`config.mk`:
```
export PLATFORM = sky130hd
export DESIGN_NAME = ldc_config_space
export DESIGN_NICKNAME = d
export VERILOG_FILES = /design/src/shared/ldc_pkg.sv /design/src/rtl/ldc_device_bank.sv /design/src/rtl/ldc_config_space.sv
export SDC_FILE = /design/constraint.sdc
export NUM_CORES = 1
export LEC_CHECK = 0
export ABC_AREA = 1
export BUFFER_PORTS_ARGS = -buffer_cell sky130_fd_sc_hd__buf_4
export CAP_MARGIN = 20
export CORE_MARGIN = 8
export CORE_UTILIZATION = 30
export CTS_BUF_LIST = sky130_fd_sc_hd__clkbuf_2
export DETAILED_ROUTE_END_ITERATION = 8
export GPL_TIMING_DRIVEN = 0
export PLACE_DENSITY_LB_ADDON = 0.08
export SYNTH_ARGS = -nofsm -noshare
export SYNTH_HDL_FRONTEND = slang
export SYNTH_SLANG_ARGS = --single-unit
```
`constraint.sdc`:
```
create_clock -name clk -period 2.78 [get_ports clk]
set_input_delay 0.278 -clock clk [delete_from_list [all_inputs] [get_ports clk]]
set_output_delay 0.278 -clock clk [all_outputs]
set_load 0.005 [all_outputs]
```
`src/shared/ldc_pkg.sv`:
```
// Shared constants for the logical device configuration space
package ldc_pkg;
	localparam int LDC_DEVICES = 8;
	localparam int LDC_ADDR_W = 16;
	localparam int LDC_PIN_COUNT = 4;
	localparam int LDC_PIN_STBY = 0;
	localparam int LDC_PIN_MAIN = 1;
	localparam int LDC_PIN_HARD = 2;
	localparam int LDC_PIN_SOFT = 3;
	localparam int LDC_ADDR_LSB = 0;
	localparam int LDC_KBC_HOLD_BIT = 6;
	localparam int LDC_ACT_BIT = 0;
	localparam int LDC_STBY_KEEP_BIT = 5;

	localparam logic [7:0] LDC_IDX_LDN = 8'h07;
	localparam logic [7:0] LDC_IDX_POWER = 8'h22;
	localparam logic [7:0] LDC_IDX_CFG_LOW = 8'h26;
	localparam logic [7:0] LDC_IDX_CFG_HIGH = 8'h27;
	localparam logic [7:0] LDC_IDX_TEST_A = 8'h2B;
	localparam logic [7:0] LDC_IDX_KBC = 8'h2C;
	localparam logic [7:0] LDC_IDX_TEST_B = 8'h2D;
	localparam logic [7:0] LDC_IDX_TEST_C = 8'h2E;
	localparam logic [7:0] LDC_IDX_TEST_D = 8'h2F;
	localparam logic [7:0] LDC_IDX_ACTIVATE = 8'h30;
	localparam logic [7:0] LDC_IDX_RSVD_FIRST = 8'h31;
	localparam logic [7:0] LDC_IDX_RSVD_LAST = 8'h5F;
	localparam logic [7:0] LDC_IDX_BASE0_HI = 8'h60;
	localparam logic [7:0] LDC_IDX_BASE0_LO = 8'h61;
	localparam logic [7:0] LDC_IDX_BASE1_HI = 8'h62;
	localparam logic [7:0] LDC_IDX_BASE1_LO = 8'h63;
	localparam logic [7:0] LDC_IDX_IRQ0 = 8'h70;
	localparam logic [7:0] LDC_IDX_IRQ1 = 8'h72;

	localparam logic [7:0] LDC_PWR_MASK = 8'h7D;
	localparam logic [15:0] LDC_CFG_DEFAULT_0 = 16'h002E;
	localparam logic [15:0] LDC_CFG_DEFAULT_1 = 16'h004E;
	localparam logic [7:0] LDC_IRQ0_LD0_RESET = 8'h06;
	localparam logic [7:0] LDC_ZERO = 8'h00;

	typedef logic [7:0] ldc_byte_t;
endpackage

```
`src/rtl/ldc_device_bank.sv`:
```
// One logical device bank: base address and interrupt select registers
`timescale 1ns/1ps
`default_nettype none
module ldc_device_bank
#(
	parameter ldc_pkg::ldc_byte_t IRQ0_RESET = ldc_pkg::LDC_ZERO,
	parameter bit HAS_BASE0 = 1'b1,
	parameter bit HAS_BASE1 = 1'b0,
	parameter bit HAS_IRQ1 = 1'b0
)
(
	input wire logic clk,
	input wire logic reset,
	input wire logic clear,
	input wire logic write,
	input wire ldc_pkg::ldc_byte_t index,
	input wire ldc_pkg::ldc_byte_t wdata,
	output ldc_pkg::ldc_byte_t rdata
);
	import ldc_pkg::*;

	ldc_byte_t base0_hi;
	ldc_byte_t base0_lo;
	ldc_byte_t base1_hi;
	ldc_byte_t base1_lo;
	ldc_byte_t irq0;
	ldc_byte_t irq1;

	always_ff @(posedge clk)
	begin
		if (reset || clear)
		begin
			base0_hi <= LDC_ZERO;
			base0_lo <= LDC_ZERO;
			base1_hi <= LDC_ZERO;
			base1_lo <= LDC_ZERO;
		end
		else if (write)
		begin
			// Unused base registers simply never latch
			if (HAS_BASE0 && index == LDC_IDX_BASE0_HI) base0_hi <= wdata;
			if (HAS_BASE0 && index == LDC_IDX_BASE0_LO) base0_lo <= wdata;
			if (HAS_BASE1 && index == LDC_IDX_BASE1_HI) base1_hi <= wdata;
			if (HAS_BASE1 && index == LDC_IDX_BASE1_LO) base1_lo <= wdata;
		end
	end

	always_ff @(posedge clk)
	begin
		if (reset || clear)
		begin
			irq0 <= IRQ0_RESET;
			irq1 <= LDC_ZERO;
		end
		else if (write)
		begin
			if (index == LDC_IDX_IRQ0) irq0 <= wdata;
			if (HAS_IRQ1 && index == LDC_IDX_IRQ1) irq1 <= wdata;
		end
	end

	always_comb
	begin
		case (index)
			LDC_IDX_BASE0_HI: rdata = HAS_BASE0 ? base0_hi : LDC_ZERO;
			LDC_IDX_BASE0_LO: rdata = HAS_BASE0 ? base0_lo : LDC_ZERO;
			LDC_IDX_BASE1_HI: rdata = HAS_BASE1 ? base1_hi : LDC_ZERO;
			LDC_IDX_BASE1_LO: rdata = HAS_BASE1 ? base1_lo : LDC_ZERO;
			LDC_IDX_IRQ0: rdata = irq0;
			LDC_IDX_IRQ1: rdata = HAS_IRQ1 ? irq1 : LDC_ZERO;
			default: rdata = LDC_ZERO;
		endcase
	end
endmodule
`default_nettype wire

```
`src/rtl/ldc_config_space.sv`:
```
// Configuration register space: index/data port, chip registers, device banks
// Notes on behaviour
// Test registers clear on both power-on resets
// Bit 6 of 0x2C holds keyboard controller reset
// Configuration port address always even
// Low byte first; high byte write moves port
// Port address default from strap, hard/main reset
// Power bit 5 cleared by standby reset only
// Eight banks, chosen by device number register
// Index port selects, data port accesses register
// No response outside configuration state
// Activate bit 0, reserved zero, resets always except device 5 (standby reset only)
// Indices 0x31 to 0x5F read zero
// Base address bytes at 0x60-0x63, reset zero
// Unused base registers ignore writes, read zero
// 0x70 everywhere; 0x72 only keyboard controller
// Primary interrupt select resets 0x06 device zero
// Activate and power bits linked, except devices 1 and 7 which have no power bit
// Device number write selects current device
// Implemented registers read back last write
`timescale 1ns/1ps
`default_nettype none
module ldc_config_space
#(
	parameter int KBC_LDN = 7,
	parameter logic [7:0] BASE0_MASK = 8'hFF,
	parameter logic [7:0] BASE1_MASK = 8'h00
)
(
	input wire logic clk,
	input wire logic reset,
	input wire logic standby_power_on_reset,
	input wire logic main_power_on_reset,
	input wire logic hard_reset,
	input wire logic soft_reset,
	input wire logic config_strap,
	input wire logic config_mode,
	input wire logic io_rd,
	input wire logic io_wr,
	input wire logic [ldc_pkg::LDC_ADDR_W-1:0] io_addr,
	input wire ldc_pkg::ldc_byte_t io_wdata,
	output ldc_pkg::ldc_byte_t io_rdata,
	output logic io_ack,
	output logic [ldc_pkg::LDC_ADDR_W-1:0] config_base,
	output logic kbc_hold,
	output logic [ldc_pkg::LDC_DEVICES-1:0] device_on
);
	import ldc_pkg::*;

	logic [LDC_PIN_COUNT-1:0] pin_meta;
	logic [LDC_PIN_COUNT-1:0] pin_sync;
	logic strap_meta;
	logic strap_sync;
	logic cfg_load_pending;
	ldc_byte_t cur_index;
	ldc_byte_t ldn;
	ldc_byte_t cfg_low;
	ldc_byte_t cfg_high;
	ldc_byte_t test_a;
	ldc_byte_t test_kbc;
	ldc_byte_t test_b;
	ldc_byte_t test_c;
	ldc_byte_t test_d;
	logic [LDC_DEVICES-1:0] dev_act;
	ldc_byte_t bank_rd [LDC_DEVICES];
	ldc_byte_t read_value;

	wire logic clr_test = pin_sync[LDC_PIN_MAIN] | pin_sync[LDC_PIN_STBY];
	wire logic clr_cfgaddr = pin_sync[LDC_PIN_MAIN] | pin_sync[LDC_PIN_HARD];
	wire logic clr_all = |pin_sync;
	wire logic clr_keep = pin_sync[LDC_PIN_STBY];
	wire logic [LDC_ADDR_W-1:0] data_addr = {config_base[LDC_ADDR_W-1:1], 1'b1};
	wire logic hit_index = config_mode && io_addr == config_base;
	wire logic hit_data = config_mode && io_addr == data_addr;
	wire logic wr_index = io_wr && hit_index;
	wire logic wr_data = io_wr && hit_data;
	wire logic ldn_valid = ldn < 8'(LDC_DEVICES);
	wire logic [2:0] ldn_sel = ldn[2:0];
	wire logic wr_act = wr_data && cur_index == LDC_IDX_ACTIVATE;
	wire logic wr_pwr = wr_data && cur_index == LDC_IDX_POWER;
	wire logic [LDC_ADDR_W-1:0] strap_default = strap_sync ? LDC_CFG_DEFAULT_1 : LDC_CFG_DEFAULT_0;

	// Reset pins arrive from outside the clock domain
	always_ff @(posedge clk)
	begin
		// Strap stage runs through reset so the first load after release sees the pin
		strap_meta <= config_strap;
		strap_sync <= strap_meta;
		if (reset)
		begin
			pin_meta <= '0;
			pin_sync <= '0;
		end
		else
		begin
			pin_meta <= {soft_reset, hard_reset, main_power_on_reset, standby_power_on_reset};
			pin_sync <= pin_meta;
		end
	end

	// Strap is sampled after release; the port sits at the low default meanwhile
	always_ff @(posedge clk)
	begin
		if (reset)
			cfg_load_pending <= 1'b1;
		else
			cfg_load_pending <= 1'b0;
	end

	always_ff @(posedge clk)
	begin
		if (reset)
		begin
			config_base <= LDC_CFG_DEFAULT_0;
			cfg_low <= LDC_CFG_DEFAULT_0[7:0];
			cfg_high <= LDC_CFG_DEFAULT_0[15:8];
		end
		else if (cfg_load_pending || clr_cfgaddr)
		begin
			config_base <= strap_default;
			cfg_low <= strap_default[7:0];
			cfg_high <= strap_default[15:8];
		end
		else if (wr_data && cur_index == LDC_IDX_CFG_LOW)
			cfg_low <= {io_wdata[7:1], 1'b0};
		else if (wr_data && cur_index == LDC_IDX_CFG_HIGH)
		begin
			// Port moves on this edge; the next access must use the new address
			cfg_high <= io_wdata;
			config_base <= {io_wdata, cfg_low};
		end
	end

	always_ff @(posedge clk)
	begin
		if (reset || clr_all)
			cur_index <= LDC_ZERO;
		else if (wr_index)
			cur_index <= io_wdata;
	end

	always_ff @(posedge clk)
	begin
		if (reset || clr_all)
			ldn <= LDC_ZERO;
		else if (wr_data && cur_index == LDC_IDX_LDN)
			ldn <= io_wdata;
	end

	always_ff @(posedge clk)
	begin
		if (reset || clr_test)
		begin
			test_a <= LDC_ZERO;
			test_kbc <= LDC_ZERO;
			test_b <= LDC_ZERO;
			test_c <= LDC_ZERO;
			test_d <= LDC_ZERO;
		end
		else if (wr_data)
		begin
			if (cur_index == LDC_IDX_TEST_A) test_a <= io_wdata;
			if (cur_index == LDC_IDX_KBC) test_kbc <= io_wdata;
			if (cur_index == LDC_IDX_TEST_B) test_b <= io_wdata;
			if (cur_index == LDC_IDX_TEST_C) test_c <= io_wdata;
			if (cur_index == LDC_IDX_TEST_D) test_d <= io_wdata;
		end
	end

	// One storage bit per device serves the activate view and, except for devices 1 and 7, the power view
	for (genvar b = 0; b < LDC_DEVICES; b++)
	begin : g_act
		wire logic clr_b = (b == LDC_STBY_KEEP_BIT) ? clr_keep : clr_all;
		always_ff @(posedge clk)
		begin
			if (reset || clr_b)
				dev_act[b] <= 1'b0;
			else if (wr_act && ldn == 8'(b))
				dev_act[b] <= io_wdata[LDC_ACT_BIT];
			else if (wr_pwr && LDC_PWR_MASK[b])
				dev_act[b] <= io_wdata[b];
		end
	end

	for (genvar d = 0; d < LDC_DEVICES; d++)
	begin : g_bank
		ldc_device_bank
		#(
			.IRQ0_RESET((d == 0) ? LDC_IRQ0_LD0_RESET : LDC_ZERO),
			.HAS_BASE0(BASE0_MASK[d]),
			.HAS_BASE1(BASE1_MASK[d]),
			.HAS_IRQ1(d == KBC_LDN)
		)
		u_bank
		(
			.clk(clk),
			.reset(reset),
			.clear(clr_all),
			.write(wr_data && ldn == 8'(d)),
			.index(cur_index),
			.wdata(io_wdata),
			.rdata(bank_rd[d])
		);
	end

	always_comb
	begin
		read_value = LDC_ZERO;
		case (cur_index)
			LDC_IDX_LDN: read_value = ldn;
			LDC_IDX_POWER: read_value = dev_act & LDC_PWR_MASK;
			LDC_IDX_CFG_LOW: read_value = cfg_low;
			LDC_IDX_CFG_HIGH: read_value = cfg_high;
			LDC_IDX_TEST_A: read_value = test_a;
			LDC_IDX_KBC: read_value = test_kbc;
			LDC_IDX_TEST_B: read_value = test_b;
			LDC_IDX_TEST_C: read_value = test_c;
			LDC_IDX_TEST_D: read_value = test_d;
			LDC_IDX_ACTIVATE: read_value = ldn_valid ? {7'h00, dev_act[ldn_sel]} : LDC_ZERO;
			default:
			begin
				if (cur_index > LDC_IDX_RSVD_LAST && ldn_valid)
					read_value = bank_rd[ldn_sel];
				else
					read_value = LDC_ZERO;
			end
		endcase
	end

	// Answer one cycle after the access; silent outside configuration state
	always_ff @(posedge clk)
	begin
		if (reset)
		begin
			io_ack <= 1'b0;
			io_rdata <= LDC_ZERO;
		end
		else
		begin
			io_ack <= (io_rd || io_wr) && (hit_index || hit_data);
			if (io_rd && hit_index)
				io_rdata <= cur_index;
			else if (io_rd && hit_data)
				io_rdata <= read_value;
		end
	end

	always_ff @(posedge clk)
	begin
		if (reset)
		begin
			kbc_hold <= 1'b0;
			device_on <= '0;
		end
		else
		begin
			kbc_hold <= test_kbc[LDC_KBC_HOLD_BIT];
			device_on <= dev_act;
		end
	end
endmodule
`default_nettype wire

```
==> results of run 1 <==
layer usage:
layer	vias to the layer above	global-route usage, %	share of wire, %
li1	7246	-	-
met1	7341	30.8	48
met2	470	34.8	44
met3	107	4.03	5.3
met4	0	6.86	2.7
met5	-	0	0
cells by family (layout without fill, tap and decap cells):
logic type	Yosys count	count (layout)	synth area share (%)
other	1	5	0.0258
and+or+nand+nor	776	776	24.7
xor gates and xnor gates	13	13	0.784
DFF	315	315	43.4
AOI/OAI and AO/OA	566	566	21.0
buffers and inverters	359	621	10.1
layout make-up:
class	instances	area [um^2]
inverters	218	821
well taps	615	769
multi-input cells	1356	6830
fillers	5332	30700
clock inverters	27	106
clock buffers	137	686
diodes	4	10.0
repair buffers	99	818
flip-flops and latches	315	6310
plain buffers	140	682
sequential cells by signal (all words and copies together), names as in the netlist, 4 cells and up:
register                count
g_bank.u_bank.base0_hi     64
g_bank.u_bank.base0_lo     64
g_bank.u_bank.irq0         64
config_base                 8
cur_index                   8
dev_act                     8
device_on                   8
g_bank.u_bank.irq1          8
io_rdata                    8
ldn                         8
test_a                      8
test_b                      8
test_c                      8
test_d                      8
test_kbc                    8
cfg_high                    7
cfg_low                     7
pin_meta                    4
pin_sync                    4
cells in the final DEF (no fill, tap or decap), types with 30 or more instances in the layout:
cell type      instances
a211oi_1              42
a21oi_1              245
buf_2                 39
buf_4                 82
clkbuf_1              70
clkbuf_2             145
dfxtp_1              310
dlygate4sd3_1         30
inv_1                199
nand2_1              262
nand3_1              226
nor2_1               187
o21ai_0              241
worst max-delay path: stages (launching register included):
cell,delay (ns)
dfxtp_1,0.47
nand2_1,0.31
inv_1,0.40
clkbuf_1,0.50
nand2_1,0.21
nand2_1,0.10
nor2_1,0.09
a21oi_1,0.18
nand2_1,0.07
nand2_1,0.10
nand2_1,0.08
a21oi_1,0.12
stage by stage:
step / utilization (%) / cell area [um^2] / setup TNS (ns)
floorplan: - / 14500 / 0
global placement: 33.1 / 15800 / -31.61
detailed placement: 33.1 / 15800 / -30.45
CTS: 35.4 / 16900 / 0
global route: 35.7 / 17000 / -0.0831
finish: 35.7 / 17000 / 0
timing repair:
action	4_1_cts	5_1_grt
gates cloned	0	0
endpoints found under the setup margin	49	108
buffers inserted	0	3
hold buffers	30	0
resized for setup	6	40
endpoints found under the hold margin	196	0
pin swaps	0	4
worst paths after layout:
check / slack [ns] / endpoint / cells past startpoint / startpoint
setup / recovery: 0.02 / io_rdata[2]$_SDFFE_PP0P_ / 11 / ldn[0]$_SDFFE_PP0P_
hold / removal: 0.12 / io_rdata[0]$_SDFFE_PP0P_ / 10 / io_addr[12]
setup reg to reg: 0.02 / io_rdata[2]$_SDFFE_PP0P_ / 11 / ldn[0]$_SDFFE_PP0P_
hold reg to reg: 0.33 / strap_sync$_DFF_P_ / 0 / strap_meta$_DFF_P_
power by group through the flow:
stage | Clock (mW) | Sequential, mW | Combinational (mW)
floorplan | 0 | 4.64 | 0.246
global placement | 0 | 4.64 | 0.491
detailed placement | 0 | 4.64 | 0.494
CTS | 3.55 | 4.53 | 0.526
global route | 3.78 | 4.54 | 0.571
finish | 3.44 | 4.53 | 0.530
==> impl_results.md, run 1 <==
* Clock share of power at 40.4%
* Clock-pin slew on the worst setup and hold paths at 0.11 ns
* DR vias/cell at 5.21
* Pwr/cell area at 499 nW/um^2
* DP HPWL at 46100 um
* Final period util at 99.2%
* Worst setup EP type: flip-flop
* Rel. slew slack at 29.0%
* Syn Nets at 2064
* Vias in the first global route at 14503
* Max-cap viol count at 0
* First-pass GRT wire length at 94400 um
* Inst Count DP at 2711
* Final setup margin at 0.0236 ns
* DR pass1 iterations at 5
* Pre-CTS worst setup slack at -0.558 ns
* Top cells by area, synth: dfxtp_1 43%, a21oi_1 8.4%, o21ai_0 8.3%, nand3_1 7.9%, nand2_1 6.8%
* Sequential-to-total area share from yosys stat at 43.4%
* WL final at 63900 um
* P_sw at 2.52 mW
* CP required at 3.74 ns
* DR iter-0 viols at 1360
* Clock buffer depth at 3
* Syn. warnings at 0
* Share of layout cells above drive strength 1 at 15.7%
* Hold Violations, Final at 0
* Area grow syn2layout at 17.2%
* Row count at 80
* Clock Skew at 0.0910 ns
* Final setup vio count at 0
* Post-route insts no fill at 2911
* GPL Wtd Cong at 0.890
* Worst-Margin Slew at 1.07 ns
* Die Area at 55700 um^2
* RSZ-0062 raised after global routing: yes
* Internal power at 5.98 mW
* Reg power frac at 53.3%
* Core Area at 47700 um^2
* CTS buffer count at 92
* Die width at 236 um
* Clk root buf: clkbuf_2
* Synth Cell Area at 14500 um^2
* Critical path type: reg2reg
* Largest net degree at the start of global routing at 13
* Min Clock Period, post-route at 2.76 ns
* Cell taking the most area after synthesis: dfxtp_1
* Initial antenna violation count at 2
* Max Clock Freq at 0.363 GHz
* Critical path arrival at 3.72 ns
* Hold slack at 0.123 ns
* DR DRC count at 0
* Top_reg_cell synth: dfxtp_1
* Crit path max fanout at 10
* Pins Over Slew Limit at 0
* Cells after Synth at 2030
* FFs w/ async S/R, synth at 0%
* Commonest cells in the netlist: 315 x dfxtp_1, 264 x nand2_1, 245 x a21oi_1
* Initial cell density of the core at 30.4%
* Antenna Nets Post-Route at 0
* Clock Sink Count at 315
* Mapped Avg Cell Area at 7.16 um^2
* Synthesized flop and latch total at 315
* Synth top area share at 43.4%
* Leak pwr at 6.35 nW
* Total GRT Usage at 22.3%
* Outcome: complete, no violations
* CTS tree: built
* Cell variety after synth at 41
* Worst hold path class: in2reg
* Final-stage net count at 2256
* EDFF count, synth at 0
* Sw Share at 29.6%
* Most frequent cell after synthesis: dfxtp_1
* WL/cell at 22.0 um
* Die H at 236 um
* Worst vdd ir at 206 uV
* Via count at 15164
* Overall power at 8.50 mW
* Clock latency on the worst-skew pair at 1.09 ns
* Worst setup SP type: flip-flop
* Comb pwr share at 6.2%
* Io pins at 68
* Overflow after GRT at 0
* I/O Buffers at 66
* Htree depth at 3
Power figures use the tool's default switching activity.
==> inputs of run 2 (changes only) <==
PLACE_DENSITY = 0.49   (was default)
PLACE_DENSITY_LB_ADDON = default   (was 0.08)
clock period = 2.4 ns   (was 2.78 ns; I/O delays follow)
==> run 2 against run 1 <==
The run now ends with setup timing left; global-route usage is 0.70 points lower; combinational power is 19% higher; register-to-register slack worse by 0.04 ns; setup slack worse by 0.041 ns; cell area is 4.4% higher; sequential power is 16% higher; clock skew is 0.022 ns higher; first-iteration DRC count is 21% higher; power is 18% higher; routed wire length is 3.0% lower; non-clock buffer count is 34 higher; core utilization is 1.6 points higher; critical path type unchanged; critical endpoint unchanged; largest power group unchanged; highest routed layer unchanged.
==> impl_results.md, run 2 (synthesis gave the netlist of run 1 again) <==
* Die width at 236 um (unchanged)
* CP top delay family: simple AND/OR/NAND/NOR gates
* Worst setup SP type: flip-flop
* Hold Violations, Final at 0 (unchanged)
* Worst hold path class: in2reg
* Crit. path cell count at 15 (+4)
* Critical Path Source: cur_index[7]$_SDFFE_PP0P_
* Initial cell density of the core at 30.4% (unchanged)
* CP required at 3.40 ns (-0.34 ns)
* Critical path arrival at 3.42 ns (-0.30 ns)
* Min Clock Period, post-route at 2.42 ns (-0.339 ns)
* Cell repeated most along the worst path: nand2_1
* Io pins at 68 (unchanged)
* Setup TNS at -0.0178 ns (-0.0178 ns)
* Row count at 80 (unchanged)
* Clock-pin slew on the worst setup and hold paths at 0.09 ns (-0.02 ns)
* DR DRC count at 0 (unchanged)
* Total GRT Usage at 21.6% (-0.70 points)
* Final period util at 101% (+1.6 points)
* Worst setup EP type: flip-flop
* Crit path max fanout at 10 (unchanged)
* Final setup margin at -0.0178 ns (-0.0414 ns)
* Outcome: complete, but fails checks
* Reg2reg path depth at 15 (+4)
* Crit path to: io_rdata[2]$_SDFFE_PP0P_
* Htree depth at 3 (unchanged)
* Clock latency on the worst-skew pair at 1.10 ns (about the same)
* R2r endpoint: io_rdata[2]$_SDFFE_PP0P_
* Clock Sink Count at 315 (unchanged)
* Largest net degree at the start of global routing at 13 (unchanged)
* GPL Wtd Cong at 0.913 (+2.7%)
* Antenna Nets Post-Route at 0 (unchanged)
* DR iter-0 viols at 1652 (+21%)
* Die Area at 55700 um^2 (unchanged)
* Rel. slew slack at 30.5% (+1.5 points)
* CTS buffer count at 90 (-2.2%)
* Pwr/cell area at 566 nW/um^2 (+13%)
* Clk root buf: clkbuf_2
* Inst Count DP at 2711 (unchanged)
* Post-route cell area at 17800 um^2 (+4.4%)
* Failing checks: setup timing
* Critical path type: reg2reg
* Worst vdd ir at 326 uV (+58%)
* Initial antenna violation count at 1 (-1)
* Overall power at 10.1 mW (+18%)
* Pins Over Slew Limit at 0 (unchanged)
* Leak pwr at 6.65 nW (+4.8%)
* Clock Skew at 0.113 ns (+0.0218 ns)
* Critical-path cell list: inv_2 > nand2_1 > nor2_4 > buf_12 > buf_8 > nand3_1 > nand3_1 > nand2_1 > nand2_1 > nor2_1 > a21oi_1 > nand2_1 > nand2_1 > nand2_1 > a21oi_1
* Area grow syn2layout at 22.4%
* Worst path max stage delay at 0.35 ns (-0.15 ns)
* Most frequent cells in the layout: 303 x dfxtp_1, 256 x nand2_1, 245 x a21oi_1, 227 x o21ai_0, 220 x nand3_1
* First-pass GRT wire length at 92000 um (-2.6%)
* Final setup vio count at 1 (+1)
* I/O Buffers at 66 (unchanged)
* WL final at 62000 um (-3.0%)
* Max-cap viol count at 0 (unchanged)
* Final-stage net count at 2288 (+1.4%)
* Vias in the first global route at 15028 (+3.6%)
* RSZ-0062 raised after global routing: yes
* Share of layout cells above drive strength 1 at 18.5% (+2.8 points)
* Largest registers: g_bank.u_bank.base0_hi x64, g_bank.u_bank.base0_lo x64, g_bank.u_bank.irq0 x64
* Via count at 15476 (+2.1%)
* Overflow after GRT at 0 (unchanged)
* DP HPWL at 43900 um (-4.7%)
* Max Clock Freq at 0.414 GHz (+14%)
* WP buf/inv at 3 (+1)
* Pre-CTS worst setup slack at -0.670 ns (-0.112 ns)
* DR vias/cell at 5.28 (+1.4%)
* Worst-Margin Slew at 1.04 ns (-0.0226 ns)
* Fillers at 5122 (-3.9%)
* WL/cell at 21.2 um (-3.7%)
* Reg-to-reg startpoint: cur_index[7]$_SDFFE_PP0P_
* DR pass1 iterations at 6 (+1)
* R2R Setup Slk at -0.02 ns (-0.04 ns)
* Most common cell after layout, fill and taps aside: dfxtp_1
* Post-route insts no fill at 2930 (+0.65%)
* Clock buffer depth at 3 (unchanged)
* Core Area at 47700 um^2 (unchanged)
* Placed inst area at 15800 um^2 (unchanged)
* Die H at 236 um (unchanged)
* CP max stage cell: dfxtp_2
* CTS tree: built
## run 2: how the worst min path moves through the flow
stage | end | from | cells after the start | slack, ns
3_3_place_gp | strap_sync$_DFF_P_ | strap_meta$_DFF_P_ | 0 | 0.31
2_1_floorplan | cfg_load_pending$_DFF_P_ | reset | 0 | 0.27
5_1_grt | dev_act[6]$_SDFFE_PP0P_ | io_wdata[0] | 4 | 0.06
3_5_place_dp | strap_sync$_DFF_P_ | strap_meta$_DFF_P_ | 0 | 0.31
6_report | test_d[1]$_SDFFE_PP0P_ | io_wdata[1] | 4 | 0.12
4_1_cts | dev_act[6]$_SDFFE_PP0P_ | io_wdata[0] | 4 | 0.004
## run 2: per-layer routing
layer  vias to the layer above  track usage [%]  wire, um
met5                         -                0         0
met4                         0             9.59      2300
met3                       135             4.34      4910
met2                       688             33.8     27800
met1                      7353             28.4     27000
li1                       7300                -         -
## run 2: cell type report
class / instances / area (um^2) / share of cell area (%)
sequential: 315 / 6320 / 35.6
antenna: 1 / 2.50 / 0.0141
inverter: 218 / 837 / 4.71
clock inverter: 18 / 146 / 0.823
multi-input combinational: 1356 / 7020 / 39.5
tap: 615 / 769 / 4.33
clock buffer: 134 / 671 / 3.77
buffer: 141 / 893 / 5.02
timing repair buffer: 132 / 1120 / 6.32
## run 2: power by group
part | leakage (nW) | internal, mW | switching (mW)
registers | 2.55 | 5.24 | 0.0108
clock network | 0.628 | 1.78 | 2.40
logic | 3.48 | 0.188 | 0.441
total | 6.65 | 7.21 | 2.86
## run 2: tightest hold or removal path, stage by stage
cell	delay, ns
dlygate4sd3_1	0.54
buf_4	0.21
inv_1	0.09
a211oi_1	0.07
## run 2: timing repair
action,4_1_cts,5_1_grt
pin swaps,3,13
gates resized for setup,81,132
buffers inserted,5,18
endpoints found under the hold margin,246,0
setup endpoints to repair,205,147
hold buffers,43,0
## run 2: through the flow
stage,util (%),hold WS [ns]
after detailed placement,33.1,0.315
after global routing,37.2,0.0622
final,37.2,0.123
after floorplan,-,0.268
after CTS,36.3,0.00387
after global placement,33.1,0.310
